File: src/design/swc_pkg.sv
/*
 * Constants, field layouts, types and timing counts of the single-wire
 * configuration port. Assumes a 10 MHz system clock; all protocol times
 * are counted in base clock periods made by a divider.
 */
`default_nettype none

package swc_pkg;

  // system clock and derived base clock
  localparam int CLK_PERIOD_NS  = 100;
  localparam int BASE_PERIOD_NS = 2000;
  localparam int BASE_DIV       = (BASE_PERIOD_NS + CLK_PERIOD_NS - 1)
                                  / CLK_PERIOD_NS;

  typedef logic [13:0] swc_cnt_t;
  typedef logic [4:0]  swc_div_cnt_t;

  // start pulse classes, in base periods (5632, 7936)
  localparam swc_cnt_t SHORT_START_T = 14'h1600;
  localparam swc_cnt_t LONG_START_T  = 14'h1f00;
  localparam swc_cnt_t START_MIN_T   = 14'h0040;
  // programming sequence, in base periods
  localparam swc_cnt_t PROG_DELAY_T  = 14'h0010;
  localparam swc_cnt_t SYNC_T        = 14'h0008;
  localparam swc_cnt_t WIN_DELAY_T   = 14'h0008;
  localparam swc_cnt_t WIN_LEN_T     = 14'h0020;
  localparam swc_cnt_t FRAME_T       = 14'h0040;
  localparam swc_cnt_t REST_T        = swc_cnt_t'(FRAME_T - SYNC_T
                                       - WIN_DELAY_T - WIN_LEN_T);
  localparam swc_cnt_t EQ_WIN_T      = 14'h0040;
  localparam swc_cnt_t ACK_DELAY_T   = 14'h0008;
  localparam swc_cnt_t ACK_T         = 14'h0010;
  localparam swc_cnt_t EQ_REST_T     = swc_cnt_t'(EQ_WIN_T - ACK_DELAY_T
                                       - ACK_T);
  // reset hold and marker half period (2048 periods, about 122 Hz)
  localparam swc_cnt_t RST_PERIOD_T  = 14'h0020;
  localparam swc_cnt_t MARKER_HALF_T = 14'h0800;

  // mode word: bit 1 of the transfer sits at index 0
  typedef logic [14:0] swc_word_t;
  localparam logic [3:0] WORD_LAST   = 4'he;
  localparam int         SLEEP_LSB   = 1;
  localparam int         XSLEEP_BIT  = 6;
  // sleep count 6, extension factor 1
  localparam swc_word_t  MODE_DEFAULT = 15'h000c;

  typedef logic [5:0] swc_lim_t;
  localparam swc_lim_t LIM_MIN_DEFAULT = 6'h15;
  localparam swc_lim_t LIM_MAX_DEFAULT = 6'h29;
  localparam int       LIM_MAX_LSB     = 6;

  // register map
  typedef logic [3:0] swc_addr_t;
  localparam swc_addr_t REG_MODE   = 4'h0;
  localparam swc_addr_t REG_LIMIT  = 4'h4;
  localparam swc_addr_t REG_STATUS = 4'h8;
  localparam int ST_POR    = 0;
  localparam int ST_MARKER = 1;
  localparam int ST_BUSY   = 2;
  localparam int ST_EQUAL  = 3;

  typedef enum logic [3:0] {
    S_IDLE, S_DELAY, S_SYNC, S_WDLY, S_WIN, S_REST, S_EQDLY, S_ACK, S_EQREST
  } swc_state_t;

  typedef struct packed {
    logic oe;
    logic o;
  } swc_line_t;

  typedef struct packed {
    swc_state_t  state;
    swc_cnt_t    tcnt;
    swc_cnt_t    lowcnt;
    swc_cnt_t    pcnt;
    logic [3:0]  bitn;
    swc_word_t   shift;
    swc_word_t   mode;
    swc_lim_t    lim_min;
    swc_lim_t    lim_max;
    logic        por;
    logic        marker;
    logic        mph;
    logic        was_low;
    logic        seen0;
    logic        eq;
    logic        poll;
    logic        rx_off;
    swc_line_t   line;
    logic [31:0] rdata;
  } swc_regs_t;

  typedef struct packed {
    logic s1;
    logic s2;
    logic s3;
    logic lvl;
  } swc_sync_t;

  typedef struct packed {
    swc_div_cnt_t cnt;
    logic         tick;
  } swc_div_t;

endpackage : swc_pkg

`default_nettype wire

File: src/design/swc_base_div.sv
/*
 * Divider giving a one-cycle enable once per base clock period.
 * Assumes the 10 MHz system clock of the package.
 */
`timescale 1ns/1ps
`default_nettype none

module swc_base_div (
  input  wire logic clk,
  input  wire logic rst_n,
  output var  logic tick
);
  import swc_pkg::*;

  swc_div_t r;
  swc_div_t r_nxt;

  always_comb begin
    r_nxt      = r;
    r_nxt.tick = 1'b0;
    if (r.cnt == swc_div_cnt_t'(BASE_DIV - 1)) begin
      r_nxt.cnt  = '0;
      r_nxt.tick = 1'b1;
    end else begin
      r_nxt.cnt = r.cnt + 5'h01;
    end
  end

  always_ff @(posedge clk) begin
    if (!rst_n) begin
      r <= '0;
    end else begin
      r <= r_nxt;
    end
  end

  assign tick = r.tick;

endmodule : swc_base_div

`default_nettype wire

File: src/design/swc_config_port.sv
/*
 * Single-wire configuration port: power-on reset hold, default loading,
 * reset marker, start pulse classification and 15-bit mode word
 * programming with equivalence acknowledge, plus a small register port.
 * Assumes an external pull-up on the open-drain data line and a supply
 * comparator level on SUPPLY_OK.
 */
// The strobed register port and the register offsets were left to the implementer.
// What this block does
// - power-on reset loads all register defaults
// - hold reset minimum period after supply recovery
// - after reset, drive 50% marker square wave
// - qualifying start pulse cancels the marker
// - marker frequency below any data frequency
// - start pulse released, device takes line
// - delay, then fifteen sync low pulses
// - window delay, window length, fixed bit frame
// - low in window stores 0, else 1
// - acknowledge pulse only when word unchanged
// - programming accepted in sleep or active
// - receive path disabled while programming
// - first bit one means poll command
// - short pulse ignored while marker runs
// - long pulse: start, defaults, cancel marker
// - limit defaults 21 and 41
// - sleep count default 6, factor 1
`timescale 1ns/1ps
`default_nettype none

module swc_config_port #(
  parameter swc_pkg::swc_cnt_t SHORT_START_TICKS = swc_pkg::SHORT_START_T,
  parameter swc_pkg::swc_cnt_t LONG_START_TICKS  = swc_pkg::LONG_START_T,
  parameter swc_pkg::swc_cnt_t MARKER_HALF_TICKS = swc_pkg::MARKER_HALF_T
) (
  input  wire logic               CLOCK,
  input  wire logic               RST_N,
  input  wire logic               DATA_I,
  input  wire logic               SUPPLY_OK,
  input  wire swc_pkg::swc_addr_t ADDR,
  input  wire logic [31:0]        WDATA,
  input  wire logic               WR,
  input  wire logic               RD,
  output var  logic [31:0]        RDATA,
  output var  swc_pkg::swc_line_t DATA_DRV,
  output var  logic               RX_OFF,
  output var  logic               POLL_CMD,
  output var  swc_pkg::swc_word_t MODE_WORD,
  output var  swc_pkg::swc_lim_t  LIM_MIN,
  output var  swc_pkg::swc_lim_t  LIM_MAX,
  output var  logic               MARKER_ON,
  output var  logic               POR_ACTIVE
);
  import swc_pkg::*;

  swc_regs_t r;
  swc_regs_t r_nxt;
  logic      tick;
  logic      data_lvl;
  logic      supply_lvl;
  logic      line_low;
  logic      long_rel;
  logic      short_rel;

  function automatic logic phase_end(input swc_cnt_t c, input swc_cnt_t len,
                                     input logic tk);
    return tk && (c == swc_cnt_t'(len - 14'h0001));
  endfunction : phase_end

  swc_base_div u_div (
    .clk   (CLOCK),
    .rst_n (RST_N),
    .tick  (tick)
  );

  swc_pin_sync u_data_sync (
    .clk   (CLOCK),
    .rst_n (RST_N),
    .pin   (DATA_I),
    .lvl   (data_lvl)
  );

  swc_pin_sync u_supply_sync (
    .clk   (CLOCK),
    .rst_n (RST_N),
    .pin   (SUPPLY_OK),
    .lvl   (supply_lvl)
  );

  assign line_low  = !data_lvl;
  assign long_rel  = r.lowcnt > LONG_START_TICKS;
  assign short_rel = (r.lowcnt > START_MIN_T) &&
                     (r.lowcnt < SHORT_START_TICKS);

  always_comb begin
    r_nxt         = r;
    r_nxt.poll    = 1'b0;
    r_nxt.rdata   = '0;
    r_nxt.was_low = line_low;

    // register port
    if (WR && ADDR == REG_LIMIT) begin
      r_nxt.lim_min = WDATA[5:0];
      r_nxt.lim_max = WDATA[LIM_MAX_LSB +: 6];
    end
    if (RD) begin
      case (ADDR)
        REG_MODE:   r_nxt.rdata = {17'h00000, r.mode};
        REG_LIMIT:  r_nxt.rdata = {20'h00000, r.lim_max, r.lim_min};
        REG_STATUS: r_nxt.rdata = {28'h0000000, r.eq, r.state != S_IDLE,
                                   r.marker, r.por};
        default:    r_nxt.rdata = '0;
      endcase
    end

    // supply monitor and reset hold
    if (!supply_lvl) begin
      r_nxt.por  = 1'b1;
      r_nxt.pcnt = '0;
    end else if (r.por && tick) begin
      if (phase_end(r.pcnt, swc_cnt_t'(RST_PERIOD_T + 14'h0001),
                    tick)) begin
        r_nxt.por  = 1'b0;
        r_nxt.pcnt = '0;
      end else begin
        r_nxt.pcnt = r.pcnt + 14'h0001;
      end
    end

    if (r.state != S_IDLE && tick) begin
      r_nxt.tcnt = r.tcnt + 14'h0001;
    end

    if (r_nxt.por) begin
      r_nxt.mode    = MODE_DEFAULT;
      r_nxt.lim_min = LIM_MIN_DEFAULT;
      r_nxt.lim_max = LIM_MAX_DEFAULT;
      r_nxt.marker  = 1'b1;
      r_nxt.mph     = 1'b0;
      r_nxt.state   = S_IDLE;
      r_nxt.lowcnt  = '0;
      r_nxt.tcnt    = '0;
    end else begin
      unique case (r.state)
        S_IDLE: begin
          // marker half periods, only once the reset hold is over
          if (r.marker && !r.por && tick) begin
            if (phase_end(r.pcnt, MARKER_HALF_TICKS, tick)) begin
              r_nxt.mph  = !r.mph;
              r_nxt.pcnt = '0;
            end else begin
              r_nxt.pcnt = r.pcnt + 14'h0001;
            end
          end
          if (line_low && tick && r.lowcnt != 14'h3fff) begin
            r_nxt.lowcnt = r.lowcnt + 14'h0001;
          end
          // classify on release; no sleep/active gating here
          if (r.was_low && !line_low) begin
            r_nxt.lowcnt = '0;
            if (long_rel) begin
              r_nxt.mode    = MODE_DEFAULT;
              r_nxt.lim_min = LIM_MIN_DEFAULT;
              r_nxt.lim_max = LIM_MAX_DEFAULT;
              r_nxt.marker  = 1'b0;
              r_nxt.mph     = 1'b0;
              r_nxt.pcnt    = '0;
              r_nxt.state   = S_DELAY;
              r_nxt.tcnt    = '0;
              r_nxt.bitn    = '0;
            end else if (short_rel && !r.marker) begin
              r_nxt.state = S_DELAY;
              r_nxt.tcnt  = '0;
              r_nxt.bitn  = '0;
            end
          end
        end
        S_DELAY: begin
          if (phase_end(r.tcnt, PROG_DELAY_T, tick)) begin
            r_nxt.state = S_SYNC;
            r_nxt.tcnt  = '0;
          end
        end
        S_SYNC: begin
          if (phase_end(r.tcnt, SYNC_T, tick)) begin
            r_nxt.state = S_WDLY;
            r_nxt.tcnt  = '0;
          end
        end
        S_WDLY: begin
          r_nxt.seen0 = 1'b0;
          if (phase_end(r.tcnt, WIN_DELAY_T, tick)) begin
            r_nxt.state = S_WIN;
            r_nxt.tcnt  = '0;
          end
        end
        S_WIN: begin
          r_nxt.seen0 = r.seen0 | line_low;
          if (phase_end(r.tcnt, WIN_LEN_T, tick)) begin
            r_nxt.shift[r.bitn] = !(r.seen0 | line_low);
            r_nxt.state         = S_REST;
            r_nxt.tcnt          = '0;
          end
        end
        S_REST: begin
          if (phase_end(r.tcnt, REST_T, tick)) begin
            r_nxt.tcnt = '0;
            if (r.bitn == WORD_LAST) begin
              r_nxt.eq    = (r.shift == r.mode);
              r_nxt.mode  = r.shift;
              r_nxt.poll  = r.shift[0];
              r_nxt.state = S_EQDLY;
            end else begin
              r_nxt.bitn  = r.bitn + 4'h1;
              r_nxt.state = S_SYNC;
            end
          end
        end
        S_EQDLY: begin
          if (phase_end(r.tcnt, ACK_DELAY_T, tick)) begin
            r_nxt.state = S_ACK;
            r_nxt.tcnt  = '0;
          end
        end
        S_ACK: begin
          if (phase_end(r.tcnt, ACK_T, tick)) begin
            r_nxt.state = S_EQREST;
            r_nxt.tcnt  = '0;
          end
        end
        S_EQREST: begin
          if (phase_end(r.tcnt, EQ_REST_T, tick)) begin
            r_nxt.state = S_IDLE;
            r_nxt.tcnt  = '0;
          end
        end
      endcase
    end

    r_nxt.rx_off  = r_nxt.state != S_IDLE;
    r_nxt.line.o  = 1'b0;
    r_nxt.line.oe = (r_nxt.state == S_SYNC) ||
                    (r_nxt.state == S_ACK && r_nxt.eq) ||
                    (r_nxt.state == S_IDLE && r_nxt.marker &&
                     !r_nxt.por && r_nxt.mph);
  end

  always_ff @(posedge CLOCK) begin
    if (!RST_N) begin
      r         <= '0;
      r.state   <= S_IDLE;
      r.por     <= 1'b1;
      r.marker  <= 1'b1;
      r.mode    <= MODE_DEFAULT;
      r.lim_min <= LIM_MIN_DEFAULT;
      r.lim_max <= LIM_MAX_DEFAULT;
    end else begin
      r <= r_nxt;
    end
  end

  assign RDATA      = r.rdata;
  assign DATA_DRV   = r.line;
  assign RX_OFF     = r.rx_off;
  assign POLL_CMD   = r.poll;
  assign MODE_WORD  = r.mode;
  assign LIM_MIN    = r.lim_min;
  assign LIM_MAX    = r.lim_max;
  assign MARKER_ON  = r.marker;
  assign POR_ACTIVE = r.por;

  property p_por_defaults;
    @(posedge CLOCK) disable iff (!RST_N)
    r.por |=> (MODE_WORD == MODE_DEFAULT && LIM_MIN == LIM_MIN_DEFAULT &&
               LIM_MAX == LIM_MAX_DEFAULT && MARKER_ON);
  endproperty
  a_por_defaults: assert property (p_por_defaults)
    else $error("defaults not loaded during power-on reset");

  property p_por_hold;
    @(posedge CLOCK) disable iff (!RST_N)
    $fell(r.por) |-> ($past(r.pcnt) == RST_PERIOD_T
                      && $past(tick) && $past(supply_lvl));
  endproperty
  a_por_hold: assert property (p_por_hold)
    else $error("reset released before its hold period");

  property p_drive_cause;
    @(posedge CLOCK) disable iff (!RST_N)
    DATA_DRV.oe |-> (r.state == S_SYNC || (r.state == S_ACK && r.eq) ||
                     (r.state == S_IDLE && r.marker && r.mph && !r.por));
  endproperty
  a_drive_cause: assert property (p_drive_cause)
    else $error("data line driven without cause");

  property p_marker_half;
    @(posedge CLOCK) disable iff (!RST_N)
    ($changed(r.mph) && !r.por && $past(r.marker) && !$past(r.por) &&
     $past(r.state) == S_IDLE && r.state == S_IDLE)
    |-> $past(r.pcnt) == swc_cnt_t'(MARKER_HALF_TICKS - 14'h0001);
  endproperty
  a_marker_half: assert property (p_marker_half)
    else $error("marker half period wrong");

  property p_long_start;
    @(posedge CLOCK) disable iff (!RST_N)
    (r.state == S_IDLE && !r_nxt.por && r.was_low && !line_low && long_rel)
    |=> (!MARKER_ON && r.state == S_DELAY && MODE_WORD == MODE_DEFAULT);
  endproperty
  a_long_start: assert property (p_long_start)
    else $error("long start pulse not handled");

  property p_short_in_reset;
    @(posedge CLOCK) disable iff (!RST_N)
    (r.state == S_IDLE && r.marker && !r_nxt.por && r.was_low &&
     !line_low && short_rel) |=> (r.state == S_IDLE && MARKER_ON);
  endproperty
  a_short_in_reset: assert property (p_short_in_reset)
    else $error("short start pulse acted on while marker runs");

  property p_sync_len;
    @(posedge CLOCK) disable iff (!RST_N)
    $fell(r.state == S_SYNC) |->
      ($past(r.tcnt) == swc_cnt_t'(SYNC_T - 14'h0001) && $past(tick));
  endproperty
  a_sync_len: assert property (p_sync_len)
    else $error("sync pulse length wrong");

  property p_fifteen_bits;
    @(posedge CLOCK) disable iff (!RST_N)
    $rose(r.state == S_EQDLY) |-> ($past(r.bitn) == WORD_LAST &&
                                   $past(r.state) == S_REST);
  endproperty
  a_fifteen_bits: assert property (p_fifteen_bits)
    else $error("equivalence window not after fifteenth bit");

  property p_bit_store;
    @(posedge CLOCK) disable iff (!RST_N)
    ($past(r.state) == S_WIN && r.state == S_REST) |->
      r.shift[$past(r.bitn)] == !($past(r.seen0) | $past(line_low));
  endproperty
  a_bit_store: assert property (p_bit_store)
    else $error("sampled bit stored wrongly");

  property p_commit;
    @(posedge CLOCK) disable iff (!RST_N)
    $rose(r.state == S_EQDLY) |-> (MODE_WORD == $past(r.shift) &&
      r.eq == ($past(r.shift) == $past(r.mode)) && POLL_CMD == MODE_WORD[0]);
  endproperty
  a_commit: assert property (p_commit)
    else $error("mode word commit or compare wrong");

  property p_rx_off;
    @(posedge CLOCK) disable iff (!RST_N)
    $rose(r.state == S_DELAY) |-> RX_OFF ##1 RX_OFF;
  endproperty
  a_rx_off: assert property (p_rx_off)
    else $error("receive path not disabled while programming");

endmodule : swc_config_port

`default_nettype wire

File: src/design/swc_pin_sync.sv
/*
 * Three-stage synchroniser for an asynchronous pin; the output moves
 * only once stages two and three agree. Assumes an idle-high pin.
 */
`timescale 1ns/1ps
`default_nettype none

module swc_pin_sync (
  input  wire logic clk,
  input  wire logic rst_n,
  input  wire logic pin,
  output var  logic lvl
);
  import swc_pkg::*;

  swc_sync_t r;
  swc_sync_t r_nxt;

  always_comb begin
    r_nxt    = r;
    r_nxt.s1 = pin;
    r_nxt.s2 = r.s1;
    r_nxt.s3 = r.s2;
    if (r.s2 == r.s3) begin
      r_nxt.lvl = r.s3;
    end
  end

  always_ff @(posedge clk) begin
    if (!rst_n) begin
      r <= 4'hf;
    end else begin
      r <= r_nxt;
    end
  end

  assign lvl = r.lvl;

endmodule : swc_pin_sync

`default_nettype wire

File: config.mk
export PLATFORM = sky130hd
export DESIGN_NAME = swc_config_port
export DESIGN_NICKNAME = d
export VERILOG_FILES = /design/src/design/swc_pkg.sv /design/src/design/swc_base_div.sv /design/src/design/swc_config_port.sv /design/src/design/swc_pin_sync.sv
export SDC_FILE = /design/constraint.sdc
export NUM_CORES = 1
export LEC_CHECK = 0
export BUFFER_PORTS_ARGS = -buffer_cell sky130_fd_sc_hd__buf_4
export CAP_MARGIN = 5
export CORE_AREA = 2 2 141 143
export DETAILED_ROUTE_END_ITERATION = 10
export DIE_AREA = 0 0 143 145
export GPL_ROUTABILITY_DRIVEN = 0
export PLACE_DENSITY = 0.58
export RECOVER_POWER = 100
export SLEW_MARGIN = 20
export SYNTH_ARGS = -nofsm -noshare
export SYNTH_HDL_FRONTEND = slang
export SYNTH_HIERARCHICAL = 1
export SYNTH_SLANG_ARGS = --single-unit
File: constraint.sdc
create_clock -name CLOCK -period 5.51 [get_ports CLOCK]
set_input_delay 1.102 -clock CLOCK [delete_from_list [all_inputs] [get_ports CLOCK]]
set_output_delay 1.102 -clock CLOCK [all_outputs]
set_load 0.05 [all_outputs]
==> flow_summary.ini, run 1 <==
[outcome]
status = finished, violations left
violations = max-capacitance violations, max-slew violations

[hold_path]
min_path_type = flop to flop
whs_path_depth = 1
hp-start = u_data_sync/r[3]
hold_path_end = u_data_sync/r[2]

[global_routing]
antenna_found_initial = 0
grt_overflow = 0
grt_pass1_wl_um = 25300
grt_max_degree = 34
grt_pass1_vias = 4938
track_usage_pct = 15.3

[worst_setup_path]
critPathMaxStageDelay_ns = 1.54
r2r_start = r[88]
crit_buf_inv = 1
crit_family = compound AO/OA/AOI/OAI gates
crit_path_start_kind = flop
r2r_end = r[90]
crit_required_ns = 5.75
crit_type = flop to flop
rr_worst_depth = 9
critPathMaxFanout = 9
path_cells = inv_1 -> ha_1 -> nor4b_1 -> nand4_1 -> a21o_1 -> o311ai_0 -> o21ai_0 -> a21oi_1 -> nor2_1
cp.arrival_ns = 4.07
cp_slowest_cell = o311ai_0
worst_setup_path_end_kind = flop
crit_start = r[88]
r2r_slack_ns = 1.68

[flow_run]
maxCapViolCount = 3

[floorplan]
fp.dieH_um = 145
dieArea_sq_um = 20700
core-area_sq_um = 19200
start_util_pct = 34.4
rows = 51
top_level_ports = 107
die_w_um = 143

[yosys]
yosys_register_bits = 130
seq_area_frac_synth_pct = 39.4
syn-instance-count = 807
synth_edf_count = 0
synth_flop_cell = dfxtp_1
ys_async_sr_fraction_pct = 0
synthTopCellsByArea = dfxtp_1, buf_4, nor2_1, nand2_1, xnor2_1
synth_area_leader_cell = dfxtp_1
synth.avg_cell_area_sq_um = 8.18
syn_area_sq_um = 6600
synth.distinct_cells = 64
synth-warning-count = 6
netlist.area_leader.share_pct = 39.4

[pwr]
powerDensity_nw_per_um2 = 290
peakVddDrop_mv = 0.214
p_int_uw = 1630
pwr-share-seq_pct = 44.4
clock_power_share_pct = 52.6
switching_share_pct = 23.4
p_comb_share_pct = 3.0
switching_power_uw = 500
leakage_uw = 0.00258

[routing]
routedWlPerCell_um = 14.1
vias = 5514
drc = 0
drtIter0Drc = 357
routed_via_density = 5.01
drt-pass1-iter-count = 6
drtAntennaViolNets = 0
wirelength_um = 15500

[clock_tree]
clkLatencyLatePin_ns = 0.42
post_cts_buffers = 0
cts_max_level = 4
tritoncts = done
post_cts_resized = 0
clockBufferDepth = 2
clk_pin_slew_worst_paths_ns = 0.06
cts_buffers = 17
ctsRootBufferMaster = clkbuf_16
clock-sinks = 130
ctsHoldBuffers = 0

[timing]
clock_skew_ns = 0.00960
fin_ws_ns = 1.68
worst_slew_pin_slew_ns = 1.87
maxSlewHeadroom_pct = -26.6
report.final.slew_viol_count = 44
max_freq_mhz = 261
rsz0062_at_grt = false
post-route-period-util_pct = 69.5
period_needed_ns = 3.83
hold_violations = 0
finalSetupTns_ns = 0
setup_violations = 0

[final_layout]
fin_util_pct = 38.3
areaGrowthSynthToFinish_pct = 11.5
drive_gt1_share_pct = 7.78
diodes = 0
final_nets = 874
final_cells = 1100

[place]
dp_hpwl_um = 10800
place_inst = 1068
pre_cts_slack_ns = 2.18
port_buffers = 68
==> cell usage in the layout (no fill, tap or decap), types with 7 or more instances in the layout <==
cell type  instances
a211oi_1           7
a21oi_1           49
a22oi_1            8
a31oi_1            8
and2_1             7
and3_1            10
buf_4             24
clkbuf_1          51
clkbuf_16         17
conb_1            18
dfxtp_1          130
ha_1              10
inv_1             25
mux2i_1           23
nand2_1           73
nand2b_1          13
nand3_1           52
nand4_1           21
nor2_1           103
nor2b_1            7
nor3_1            18
nor4_1            10
o21ai_0           21
or3_1             11
xnor2_1           30
xor2_1            13
==> area by class of cell <==
type | instances | area [sq um]
fill | 2061 | 11800
multi-input combinational | 573 | 3380
sequential | 130 | 2600
clock buffer | 18 | 429
timing repair buffer | 74 | 368
tap | 265 | 332
clock inverter | 14 | 153
inverter | 26 | 97.6
==> worst reg2reg max path, cell delays in order, from the launching register on <==
cell and delay (ns):
dfxtp_1 0.32, inv_1 0.09, ha_1 0.15, nor4b_1 0.27, nand4_1 0.31, a21o_1 0.35
o311ai_0 1.54, o21ai_0 0.31, a21oi_1 0.25, nor2_1 0.05
==> per-stage QoR <==
step	hold slack (ns)	instance area, sq um	power, uW
after floorplan	0.386	6670	1020
after global placement	0.390	6980	1030
after detailed placement	0.397	6980	1030
after CTS	0.411	7560	2160
after global routing	0.415	7360	2210
final	0.409	7360	2130
==> layer usage <==
metal | wire [um] | GRT usage, %
met5 | 0 | 0
met4 | 183 | 4.90
met3 | 758 | 3.93
met2 | 7290 | 24.2
met1 | 7270 | 20.2
==> power by group through the flow <==
| stage | Combinational, uW | Clock [uW] | Sequential, uW |
|---|---|---|---|
| after floorplan | 57.5 | 0 | 967 |
| after global placement | 65.8 | 0 | 967 |
| after detailed placement | 65.9 | 0 | 967 |
| after CTS | 66.1 | 1150 | 946 |
| after global routing | 69.6 | 1190 | 946 |
| final | 64.8 | 1120 | 947 |
==> logic make-up (layout without fill, tap and decap cells) <==
| logic type | Yosys count | count (layout) | synth area share [%] |
|---|---|---|---|
| simple gates | 355 | 355 | 27.1 |
| flops | 130 | 130 | 39.4 |
| compound gates | 123 | 123 | 11.8 |
| buf+inv | 121 | 132 | 10.4 |
| xor+xnor | 43 | 43 | 5.70 |
| mux | 24 | 24 | 3.66 |
| fa+ha+maj | 10 | 10 | 1.89 |
| other cells | 1 | 18 | 0.0568 |
==> how the worst max path moves through the flow <==
stage,end,slack [ns],cells after the start
after floorplan,LIM_MAX[4],2.54,6
after detailed placement,DATA_DRV[1],2.18,10
after CTS,DATA_DRV[1],2.15,10
after global routing,r[90],1.34,9
after global placement,DATA_DRV[1],2.17,10
final,r[90],1.68,9
==> synthesized netlist by cell type (all sizes together), types with 2 or more instances <==
cell,number
nor4b,5
o21ai,21
dfxtp,130
nor2b,7
nor3,18
nor2,103
nand3,52
ha,10
a311oi,3
a21boi,2
a21oi,49
a2111oi,2
clkbuf,29
and3,10
o21a,2
nor4bb,2
nand2b,13
nor4,10
or4,5
nand2,73
inv,25
a22oi,8
or2,3
or4bb,2
nand3b,3
xnor2,30
mux2i,23
a41oi,2
and2,10
o22ai,3
nand4b,2
a21o,2
a211o,3
nand4,21
nor3b,3
o211ai,2
buf,66
a211oi,7
xor2,13
a31oi,8
or3,11
Power figures use the tool's default switching activity.
==> inputs of run 2 (changes only) <==
==> constraint.sdc (replaced) <==
create_clock -name CLOCK -period 3.64 [get_ports CLOCK]
set_input_delay 0.728 -clock CLOCK [delete_from_list [all_inputs] [get_ports CLOCK]]
set_output_delay 0.728 -clock CLOCK [all_outputs]
set_load 0.05 [all_outputs]
==> run 2 against run 1 <==
Effect of this change:
- the run still ends with max-capacitance violations, max-slew violations left
- design area increased by 0.68%
- sequential share of layout area fell by 0.24 points
- routed wire length is 2.0% lower
- count of clock-buffer cells in the layout is 2 higher
- global-route usage is 0.50 points lower
- via count shrank 1.4%
- flip-flop and latch count unchanged
- highest routed layer unchanged
- power is 50% higher
==> flow_summary.ini, run 2 (synthesized netlist as in run 1, its figures left out) <==
[outcome]
status = finished, violations left
violations = max-capacitance violations, max-slew violations

[pwr]
switching_share_pct = 23.5
powerDensity_nw_per_um2 = 431
pwr-share-seq_pct = 44.8
p_comb_share_pct = 3.1
clock_power_share_pct = 52.1
peakVddDrop_mv = 0.309
leakage_uw = 0.00260
p_int_uw = 2440
switching_power_uw = 751
power.total_uw = 3200

[final_layout]
areaGrowthSynthToFinish_pct = 12.3
final_nets = 885
layout_common_cells = dfxtp_1, nor2_1, nand2_1
fillers = 2019
regArea_sq_um = 2600
diodes = 0
fin_util_pct = 38.6
multi_input_area_sq_um = 3380
drive_gt1_share_pct = 8.04
final_common_cell = dfxtp_1

[worst_setup_path]
rr_worst_depth = 8
r2r_end = DATA_DRV[1]
crit_path_start_kind = flop
crit_type = flop to flop
cp.arrival_ns = 3.41
r2r_slack_ns = 0.51
worst_setup_path_end_kind = flop
critPathMaxFanout = 8
crit_required_ns = 3.93
r2r_start = r[116]

[clock_tree]
post_cts_buffers = 0
ctsRootBufferMaster = clkbuf_16
clockBufferDepth = 2
clkLatencyLatePin_ns = 0.42
cts_max_level = 4
clock-sinks = 130
ctsHoldBuffers = 0
clk_pin_slew_worst_paths_ns = 0.06
cts_buffers = 17
post_cts_resized = 0
tritoncts = done

[hold_path]
whs_path_depth = 1
hp-start = u_supply_sync/r[3]
min_path_type = flop to flop
hold_path_end = u_supply_sync/r[2]

[routing]
vias = 5439
routed_via_density = 4.90
wirelength_um = 15200
drc = 0
drt-pass1-iter-count = 4
drtAntennaViolNets = 0
drtIter0Drc = 350
routedWlPerCell_um = 13.7

[floorplan]
fp.dieH_um = 145
rows = 51
core-area_sq_um = 19200
start_util_pct = 34.4
top_level_ports = 107
dieArea_sq_um = 20700
die_w_um = 143

[timing]
rsz0062_at_grt = false
setup_violations = 0
post-route-period-util_pct = 86.0
hold_violations = 0
report.final.slew_viol_count = 34
max_freq_mhz = 320
period_needed_ns = 3.13
clock_skew_ns = 0.0129
maxSlewHeadroom_pct = -5.19
finalSetupTns_ns = 0
worst_slew_pin_slew_ns = 1.58
whs_ns = 0.405

[global_routing]
grt_overflow = 0
grt_pass1_vias = 4996
antenna_found_initial = 0
grt_max_degree = 34
grt_pass1_wl_um = 24800
track_usage_pct = 14.8

[place]
dp_hpwl_um = 10800
port_buffers = 68

[flow_run]
maxCapViolCount = 1
-- run 2: changes by cell type in the layout (fill, tap and decap cells not counted) --
cell        before  now
and2_0           3    2
and2_1           7    8
buf_4           24   28
bufinv_16        2    1
clkbuf_1        51   58
clkbuf_8         0    2
clkinv_2         3    1
clkinvlp_4       1    2
inv_6            5    4
inv_8            0    1
or4_1            3    4
or4_4            2    1
-- run 2: final cells by class --
cell class,count,area share (%)
Clock buffer,20,6.16
Timing Repair Buffer,85,5.72
Sequential cell,130,35.1
Multi-Input combinational cell,573,45.6
Tap cell,265,4.47
Inverter,26,1.32
Clock inverter,12,1.65
-- run 2: power by group through the flow --
stage / logic [uW] / registers, uW / clock network (uW)
after CTS: 100 / 1430 / 1700
after global placement: 99.8 / 1460 / 0
after global routing: 105 / 1430 / 1770
after detailed placement: 99.7 / 1460 / 0
final: 98.0 / 1430 / 1670
after floorplan: 87.0 / 1460 / 0
-- run 2: per-stage QoR --
stage / std cells / cell area, sq um / setup WS (ns)
2_1_floorplan: 824 / 6670 / 0.842
3_3_place_gp: 1079 / 7060 / 0.609
3_5_place_dp: 1079 / 7060 / 0.559
4_1_cts: 1111 / 7640 / 0.551
5_1_grt: 1111 / 7410 / 0.237
6_report: 1111 / 7410 / 0.511
-- run 2: how the worst max path moves through the flow --
stage               cells past startpoint           to  slack, ns  startpoint
finish                                  8  DATA_DRV[1]       0.51      r[116]
global route                           11  DATA_DRV[1]       0.24       r[88]
CTS                                     8  DATA_DRV[1]       0.55      r[116]
detailed placement                      8  DATA_DRV[1]       0.56      r[116]
global placement                        8  DATA_DRV[1]       0.61      r[116]
floorplan                               9  DATA_DRV[1]       0.84      r[116]
-- run 2: worst max-delay path, stage by stage (launching register included) --
cell and delay (ns):
dfxtp_1 0.36, ha_1 0.20, or4bb_1 0.64, or4_1 0.62
a2111oi_4 0.36, mux2i_1 0.32, nor4b_2 0.08, a211oi_1 0.28
o32ai_1 0.13
-- run 2: routing by layer --
metal	track usage [%]	wire length (um)	part of all wire (%)	vias up
li1	-	-	-	2791
met5	0	0	0	-
met2	23.7	7130	47	94
met1	19.7	7250	48	2543
met4	4.01	133	0.88	0
met3	3.63	672	4.4	11
